==> config.mk <==
export PLATFORM = sky130hd
export DESIGN_NAME = function_cmd_status
export DESIGN_NICKNAME = d
export VERILOG_FILES = /design/src/common/cmd_status_pkg.sv /design/src/verilog/function_cmd_status.sv /design/src/verilog/intx_gate.sv /design/src/verilog/status_flags.sv
export SDC_FILE = /design/constraint.sdc
export NUM_CORES = 1
export LEC_CHECK = 0
export ABC_CLOCK_PERIOD_IN_PS = 800
export BUFFER_PORTS_ARGS = -buffer_cell sky130_fd_sc_hd__buf_2
export CAP_MARGIN = 10
export CORE_MARGIN = 10
export CORE_UTILIZATION = 36
export CTS_BUF_LIST = sky130_fd_sc_hd__clkbuf_8
export DETAILED_ROUTE_END_ITERATION = 7
export PLACE_DENSITY = 0.82
export SKIP_CTS_REPAIR_TIMING = 1
export SYNTH_ARGS = -nofsm -noshare
export SYNTH_HDL_FRONTEND = slang
export SYNTH_SLANG_ARGS = --single-unit
==> constraint.sdc <==
create_clock -name mclk -period 0.8 [get_ports mclk]
set_clock_uncertainty 0.1 [all_clocks]
set_input_delay 0.16 -clock mclk [delete_from_list [all_inputs] [get_ports mclk]]
set_output_delay 0.16 -clock mclk [all_outputs]
set_load 0.02 [all_outputs]
==> src/common/cmd_status_pkg.sv <==
/*
 Constants for the function command/status register pair.
 Assumes users reference every name as cmd_status_pkg::name.
*/
package cmd_status_pkg;
	localparam logic [7:0] cmd_status_offset = 8'h04;
	localparam logic [7:0] cap_ptr_offset    = 8'h34;
	localparam int io_enable_bit    = 0;
	localparam int mem_enable_bit   = 1;
	localparam int bus_master_bit   = 2;
	localparam int parity_resp_bit  = 6;
	localparam int system_error_report_enable_bit  = 8;
	localparam int int_disable_bit  = 10;
	localparam int int_status_bit   = 19;
	localparam int cap_list_bit     = 20;
	localparam int target_abort_bit = 27;
	localparam int sys_error_bit    = 30;
	localparam int parity_det_bit   = 31;
	localparam logic [15:0] cmd_writable_mask = 16'h0543;
	localparam logic [15:0] cmd_reset         = 16'h0000;
	localparam logic [2:0]  flags_reset       = 3'h0;
	localparam logic        cap_list_reset    = 1'h1;
	localparam logic        bus_master_reset  = 1'h0;
endpackage

==> src/verilog/function_cmd_status.sv <==
/*
 Command and status register pair of one host-controller function,
 reached by configuration reads and writes of dword offset 04h.
 Assumes the configuration port and all event pulses are on mclk.
*/
// Contract
// - I/O requests claimed only while command bit 0 is set; resets zero.
// - Memory requests claimed only while command bit 1 is set; resets zero.
// - Bus-master enable bit 2 is read-only, resets zero, gates mastering.
// - Command bits 3,4,5,7,9 read zero always.
// - Bit 6 parity response enable; parity errors still set status flag.
// - Bit 8 enables reporting fatal and non-fatal errors to root.
// - Bit 10 interrupt disable, writable, resets zero.
// - Status bit 19 shows pending interrupt regardless of disable.
// - Status bit 20 reads one: capability list at offset 34h.
// - Status bits 21, 23, 26:25 read zero.
// - Status bits 24, 28, 29 read zero; writes ignored.
// - Bit 27 set when a request completes with completer abort.
// - Bit 30 set on error message sent while reporting enabled.
// - Bit 31 set on received poisoned TLP.
`timescale 1ns/1ns
module function_cmd_status (
	// Clock and reset.
	input  wire logic        mclk,
	input  wire logic        rst_b,
	// Configuration access.
	input  wire logic        cfg_read,
	input  wire logic        cfg_write,
	input  wire logic [7:0]  cfg_offset,
	input  wire logic [3:0]  cfg_byte_en,
	input  wire logic [31:0] cfg_wdata,
	output logic      [31:0] cfg_rdata,
	output logic             cfg_rvalid,
	// Function events.
	input  wire logic        int_pending,
	input  wire logic        completer_abort,
	input  wire logic        error_detected,
	input  wire logic        poisoned_tlp,
	// Decode and request controls.
	input  wire logic        io_request,
	input  wire logic        mem_request,
	output logic             io_claim,
	output logic             mem_claim,
	output logic             bus_master_en,
	output logic             parity_resp_en,
	output logic             error_message,
	output logic             intx_assert
);
	logic [15:0] cmd_reg;
	logic [15:0] cmd_next;
	logic [31:0] rdata_reg;
	logic [31:0] rdata_next;
	logic        rvalid_reg;
	logic        io_claim_reg;
	logic        mem_claim_reg;
	logic        err_msg_reg;
	logic        err_msg_next;
	logic        bus_master_reg;
	logic        hit;
	logic [2:0]  set_pulse;
	logic [2:0]  clear_mask;
	logic [2:0]  flags;
	logic        int_status;
	logic        intx_int;
	logic [31:0] reg_value;
	logic        wr_hit;
	logic        rd_hit;
	logic [3:0]  lane_we;
	logic [15:0] cmd_wdata;
	logic [15:0] cmd_lane_mask;
	logic [15:0] cmd_bits;
	logic        rvalid_next;
	logic        io_claim_next;
	logic        mem_claim_next;
	logic        bus_master_next;

	function automatic logic [7:0] lane(input logic [31:0] d, input logic [3:0] be,
		input int idx);
		lane = be[idx] ? d[idx*8 +: 8] : 8'h00;
	endfunction

	// Only the command/status dword decodes here. Every other offset belongs to the
	// neighbouring header logic, which is why a miss simply reads back zero.
	assign hit = (cfg_offset == cmd_status_pkg::cmd_status_offset);

	always_comb begin
		wr_hit  = cfg_write & hit;
		rd_hit  = cfg_read & hit;
		lane_we = wr_hit ? cfg_byte_en : 4'h0;
	end

	always_comb begin
		// Byte lanes 0 and 1 carry the command half of the dword.
		cmd_wdata     = {lane(cfg_wdata, lane_we, 1), lane(cfg_wdata, lane_we, 0)};
		cmd_lane_mask = {{8{lane_we[1]}}, {8{lane_we[0]}}} & cmd_status_pkg::cmd_writable_mask;
		cmd_next      = cmd_reg;
		if (wr_hit) begin
			cmd_next = (cmd_wdata & cmd_lane_mask) | (cmd_reg & ~cmd_lane_mask);
		end
	end

	always_comb begin
		clear_mask = 3'h0;
		if (lane_we[3]) begin
			clear_mask = {cfg_wdata[cmd_status_pkg::parity_det_bit],
				cfg_wdata[cmd_status_pkg::sys_error_bit],
				cfg_wdata[cmd_status_pkg::target_abort_bit]};
		end
	end

	always_comb begin
		err_msg_next = error_detected & cmd_reg[cmd_status_pkg::system_error_report_enable_bit];
		set_pulse = {poisoned_tlp, err_msg_reg, completer_abort};
	end

	always_comb begin
		// Hardwired command bits never leave the writable mask.
		cmd_bits = cmd_reg & cmd_status_pkg::cmd_writable_mask;
		cmd_bits[cmd_status_pkg::bus_master_bit] = bus_master_reg;
		// Status bits start at zero; only live ones are filled in.
		reg_value = 32'h0000_0000;
		reg_value[15:0] = cmd_bits;
		reg_value[cmd_status_pkg::int_status_bit] = int_status;
		reg_value[cmd_status_pkg::cap_list_bit] = cmd_status_pkg::cap_list_reset;
		reg_value[cmd_status_pkg::target_abort_bit] = flags[0];
		reg_value[cmd_status_pkg::sys_error_bit] = flags[1];
		reg_value[cmd_status_pkg::parity_det_bit] = flags[2];
	end

	// Read data is held between reads, so a slow requester can still pick it up.
	always_comb begin
		rdata_next = rdata_reg;
		if (cfg_read) begin
			// Unmapped offsets read zero; other header registers live elsewhere.
			rdata_next = rd_hit ? reg_value : 32'h0000_0000;
		end
	end

	always_comb begin
		rvalid_next     = cfg_read;
		io_claim_next   = io_request & cmd_reg[cmd_status_pkg::io_enable_bit];
		mem_claim_next  = mem_request & cmd_reg[cmd_status_pkg::mem_enable_bit];
		// Mastering stays off: the enable is read-only and never set.
		bus_master_next = cmd_status_pkg::bus_master_reset;
	end

	always_ff @(posedge mclk or negedge rst_b) begin
		if (!rst_b) begin
			cmd_reg        <= cmd_status_pkg::cmd_reset;
			rdata_reg      <= 32'h0000_0000;
			rvalid_reg     <= 1'h0;
			io_claim_reg   <= 1'h0;
			mem_claim_reg  <= 1'h0;
			err_msg_reg    <= 1'h0;
			bus_master_reg <= cmd_status_pkg::bus_master_reset;
		end else begin
			cmd_reg        <= cmd_next;
			rdata_reg      <= rdata_next;
			rvalid_reg     <= rvalid_next;
			io_claim_reg   <= io_claim_next;
			mem_claim_reg  <= mem_claim_next;
			err_msg_reg    <= err_msg_next;
			bus_master_reg <= bus_master_next;
		end
	end

	status_flags u_flags (
		.mclk       (mclk),
		.rst_b      (rst_b),
		.set_pulse  (set_pulse),
		.clear_mask (clear_mask),
		.flags      (flags)
	);

	intx_gate u_intx (
		.mclk        (mclk),
		.rst_b       (rst_b),
		.int_pending (int_pending),
		.int_disable (cmd_reg[cmd_status_pkg::int_disable_bit]),
		.int_status  (int_status),
		.intx_assert (intx_int)
	);

	assign cfg_rdata      = rdata_reg;
	assign cfg_rvalid     = rvalid_reg;
	assign io_claim       = io_claim_reg;
	assign mem_claim      = mem_claim_reg;
	assign bus_master_en  = bus_master_reg;
	assign parity_resp_en = cmd_reg[cmd_status_pkg::parity_resp_bit];
	assign error_message  = err_msg_reg;
	assign intx_assert    = intx_int;
endmodule

==> src/verilog/intx_gate.sv <==
/*
 Holds the internal interrupt-pending level and the gated INTx request.
 Assumes the pending source is synchronous to mclk.
*/
`timescale 1ns/1ns
module intx_gate (
	// Clock and reset.
	input  wire logic mclk,
	input  wire logic rst_b,
	// Controls.
	input  wire logic int_pending,
	input  wire logic int_disable,
	// Results.
	output logic      int_status,
	output logic      intx_assert
);
	logic int_status_reg;
	logic int_status_next;
	logic intx_reg;
	logic intx_next;

	always_comb begin
		int_status_next = int_pending;
		intx_next = int_pending & ~int_disable;
	end

	always_ff @(posedge mclk or negedge rst_b) begin
		if (!rst_b) begin
			int_status_reg <= 1'h0;
			intx_reg       <= 1'h0;
		end else begin
			int_status_reg <= int_status_next;
			intx_reg       <= intx_next;
		end
	end

	assign int_status  = int_status_reg;
	assign intx_assert = intx_reg;
endmodule

==> src/verilog/status_flags.sv <==
/*
 Three sticky status flags, each cleared by writing one.
 Assumes set pulses and the clear mask arrive on mclk.
*/
`timescale 1ns/1ns
module status_flags (
	// Clock and reset.
	input  wire logic       mclk,
	input  wire logic       rst_b,
	// Events and software clear.
	input  wire logic [2:0] set_pulse,
	input  wire logic [2:0] clear_mask,
	// Flags.
	output logic      [2:0] flags
);
	logic [2:0] flags_reg;
	logic [2:0] flags_next;

	always_comb begin
		// Set wins over a clear in the same cycle so no event is lost.
		flags_next = (flags_reg & ~clear_mask) | set_pulse;
	end

	always_ff @(posedge mclk or negedge rst_b) begin
		if (!rst_b) begin
			flags_reg <= cmd_status_pkg::flags_reset;
		end else begin
			flags_reg <= flags_next;
		end
	end

	assign flags = flags_reg;
endmodule
---- After elaboration in Yosys (flattened, before gate mapping) ----
Cells that the tools add are included.
storage, ports and cells
  bits in registers ....................... 57
  bits of input ports ..................... 54
  word-level logic and storage cells ...... 29
  output and inout port bits .............. 39
cells by class
  equal/unequal tests ..................... 1
  bitwise gates (word level) .............. 14
  mux-type cells .......................... 5
operator list
  operator                                                         count
  32-bit two-way mux                                               1
  16-bit by 11-bit AND with 16-bit output                          1
  16-bit AND                                                       1
  8-bit two-way mux                                                2
  11-bit inverter with 16-bit output                               1
  16-bit OR                                                        1
  8-bit by 3-bit == test with 1-bit output, second input constant  1
  1-bit AND                                                        6
  4-bit two-way mux                                                1
  3-bit AND                                                        1
  3-bit two-way mux                                                1
  3-bit inverter                                                   1
  3-bit OR                                                         1
  1-bit inverter                                                   1

---- Depth between registers and ports, before layout ----
  word-level depth ........................ 7
  mapped depth ............................ 3

---- Cells and area by module ----
From an unflattened synthesis, not the netlist that was laid out.
unflattened totals
  cell total of the unflattened synthesis .. 102
  area total of the unflattened synthesis .. 1136.1 sq um
by module, submodules not included
  module               cells an instance  seq. area each (sq um)  area each (sq um)  instances
  function_cmd_status  90                 475.5                   963.4              1
  status_flags         9                  75.1                    108.9              1
  intx_gate            3                  50.0                    63.8               1

---- Worst setup path after synthesis ----
Ideal clock, no wire load.
  path kind ............................... in2reg
  start point ............................. in cfg_offset[3]
  end point ............................... reg (tool-made name)
  path slack .............................. -0.476 ns
  stages .................................. 3
  arrival time ............................ 1.049 ns
  buffers on the path ..................... 0
  library setup time ...................... 0.128 ns
  cell sequence ........................... nor4b_4 nand4_2 mux2_1
RTL lines
  what                RTL line                   RTL
  start: declaration  function_cmd_status.sv:29  input wire logic [7:0] cfg_offset,

---- Worst setup path in the final report ----
  start point ............................. in cfg_offset[0]
  end point ............................... reg u_flags.flags_reg[0] (netlist: u_flags.flags[0])
between the ends
  word-level cells in the longest chain between the ends .. 7
RTL lines
  what                                      RTL line                    RTL
  8-bit by 3-bit == test with 1-bit output  function_cmd_status.sv:84   assign hit = (cfg_offset == cmd_status_pkg::cmd_status_offset);
  1-bit AND                                 function_cmd_status.sv:87   wr_hit = cfg_write & hit;
  4-bit two-way mux                         function_cmd_status.sv:89   lane_we = wr_hit ? cfg_byte_en : 4'h0;
  3-bit two-way mux                         function_cmd_status.sv:104  if (lane_we[3]) begin
  3-bit inverter                            status_flags.sv:21          flags_next = (flags_reg & ~clear_mask) | set_pulse;
  3-bit AND                                 status_flags.sv:21
  3-bit OR                                  status_flags.sv:21
  named net u_flags.flags_next[0]           status_flags.sv:17          logic [2:0] flags_next;
  end signal: assignment                    status_flags.sv:26          flags_reg <= cmd_status_pkg::flags_reset;
  end signal: assignment                    status_flags.sv:28          flags_reg <= flags_next;
  end: declaration                          status_flags.sv:16          logic [2:0] flags_reg;
The timed path passes the listed nets, and every way through them passes these cells.
A chain may end at the register's enable or synchronous reset.

==> results.yml <==
status:
  outcome: "complete, but fails checks"
  violations: "negative hold slack, negative setup slack"
finish:
  area_growth_pct: 52.13
  drive_gt1_share_pct: 49.69
  utilization_pct: 56.67
  fillers: 261
  fin_nets: 216
  instances_no_fill: 194
  diodes: 0
critical_path:
  critPathMostFrequentCell: "buf_6"
  setup.worst_path.start_class: "input port"
  slowest_stage: "nor4_4"
  crit_chain: "buf_6 > nor4_4 > buf_6 > nand4_1 > a21o_1"
  cpPeakStageDelay_ns: 0.40
  endpoint_kind: "register"
  crit_buf_inv: 2
  worstPathArrival_ns: 1.19
  cp_max_fo: 5
  cp.required_ns: 0.86
  path_delay_family: "simple AND/OR/NAND/NOR gates"
  critPathKind: "in -> reg"
yosys:
  synthMuxAreaShare_pct: 5.034
  synth_top_area_share_pct: 53.69
  syn_area_um2: 1119
  yosys-top-cells-area: "dfrtp_1 54%, buf_4 15%, o22ai_1 5.0%"
  synth_compound_area_share_pct: 7.494
  synth_cell_types: 18
  synth_fa_ha_area_share_pct: 0
  synthCells: 101
  synthSimpleGateAreaFrac_pct: 13.98
  synth.avg_cell_area_um2: 11.07
  synth_area_leader_cell: "dfrtp_1"
  synth_top_family_by_area: "buffers and inverters"
  seq_area_frac_synth_pct: 53.69
  synth-seq-cells: 24
  synth_warnings: 0
  synth_xor_area_share_pct: 0
clocking:
  cts_tree: "built"
  cts_sinks: 24
  cts_root_buf: "clkbuf_8"
  clock_tree.buffer_depth: 2
  clkSlewWorstSetupHoldPaths_ns: 0.08
  cts_buffers: 3
  clock_latency_ns: 0.26
  cts-htree-levels: 1
power_and_ir_drop:
  p_leak_nw: 0.8449
  ir_drop_mv: 0.7956
  cellPowerDensity_nw_per_um2: 1430
detailed_routing:
  postRouteAntennaNets: 0
  drt_wl_total_um: 2987
  vias: 863
  drt-vias-per-instance: 4.448
  firstDrtPassIters: 4
  drc: 0
  drt_iter0_drc: 11
  routedWlPerCell_um: 15.40
place:
  hpwl_um: 2268
  io_buffers: 44
  dp.cells: 181
  place_worst_setup_slack_ns: -0.6104
  routabilityCongestion: 0.7200
sta:
  finalHoldViolations: 1
  setup_ws_ns: -0.3318
  period_minus_slack_ns: 1.132
  min_period_over_period_pct: 141.5
  finalMaxSlewViolations: 0
  whs_ns: -0.01624
  setup_violations: 36
  grt_setup_unrepaired: "yes"
  finalSetupTns_ns: -8.116
  max_freq_mhz: 883.5
global_routing:
  grt_util_met3_pct: 2.604
  antenna_found_initial: 0
  overflow: 0
  grt-busiest-layer: "met2"
  grt_util_all_layers_pct: 9.098
  grt_util_met2_pct: 15.47
  grt_max_degree: 25
  grt_pass1_vias: 889
  grt_pass1_wl_um: 4036
  use_met1_pct: 9.754
die:
  num_rows: 20
  dieHeight_um: 75.74
  die_w_um: 75.74
  core_area_um2: 3003
  io-pin-count: 93
  initial_core_util_pct: 37.25
  dieArea_um2: 5737
hold_path:
  hp-class: "in -> reg"
job:
  drv_cap: 0
synthesized netlist by cell type, drive strengths merged:
| cell | instances |
|---|---|
| nand4 | 5 |
| nand3 | 1 |
| nor4 | 1 |
| dfrtp | 24 |
| and2 | 4 |
| clkbuf | 2 |
| conb | 1 |
| buf | 23 |
| o21ai | 1 |
| o22ai | 9 |
| nor4b | 1 |
| inv | 10 |
| nand2 | 10 |
| nor2b | 1 |
| mux2 | 5 |
| a21o | 3 |
cells by family after synthesis:
| group | after synthesis |
|---|---|
| compound gates | 13 |
| buf+inv | 35 |
| flops | 24 |
| mux | 5 |
| other cells | 1 |
| simple gates | 23 |
report_power, final:
group          internal [W]  switching (W)  total [W]
Clock              0.000439       0.000360   0.000798
Sequential          0.00124      0.0000182    0.00126
Combinational      0.000147       0.000226   0.000373
metrics by stage:
step,area (um^2),power [W]
finish,1702,0.002433
global placement,1340,0.001577
CTS,1395,0.002375
floorplan,1201,0.001527
detailed placement,1340,0.001587
global route,1702,0.002516
layer usage:
layer	vias to the layer above	share of wire [%]
li1	405	-
met1	405	37
met2	49	52
met3	4	9.5
met4	0	1.9
met5	-	0
placed cells by master, fill, tap and decap left out, types with 2 or more instances in the layout:
| master | Yosys | final |
|---|---|---|
| and2_4 | 0 | 2 |
| o22ai_1 | 9 | 2 |
| mux2_2 | 3 | 2 |
| nand2_1 | 10 | 9 |
| and2_1 | 4 | 2 |
| nand4_1 | 4 | 4 |
| o22ai_2 | 0 | 7 |
| dlygate4sd3_1 | 0 | 2 |
| inv_1 | 10 | 10 |
| buf_4 | 23 | 7 |
| mux2_4 | 0 | 3 |
| dfrtp_1 | 24 | 24 |
| buf_6 | 0 | 25 |
| conb_1 | 1 | 23 |
| a21o_1 | 3 | 3 |
| clkbuf_8 | 0 | 4 |
| buf_2 | 0 | 24 |
worst paths after layout:
kind | start | to | slack [ns] | cells after the start
max in group asynchronous | rst_b | cfg_rdata[30] | 0.18 | 3
min reg2reg | error_message | u_flags.flags[1] | 0.39 | 1
max reg2reg | register | register | -0.19 | 2
max | cfg_offset[0] | u_flags.flags[0] | -0.33 | 5
min | poisoned_tlp | u_flags.flags[2] | -0.02 | 2
min in group asynchronous | rst_b | async pin | 0.27 | 3
final cells by class:
class                      instances  area, um^2  area share [%]
timing repair buffer              59       494.2           29.04
multi-input combinational         64       473.0           27.79
clock buffer                       4       55.05           3.235
sequential                        24       600.6           35.29
inverter                          10       37.54           2.206
tap                               33       41.29           2.426
(Power assumes the default switching activity.)
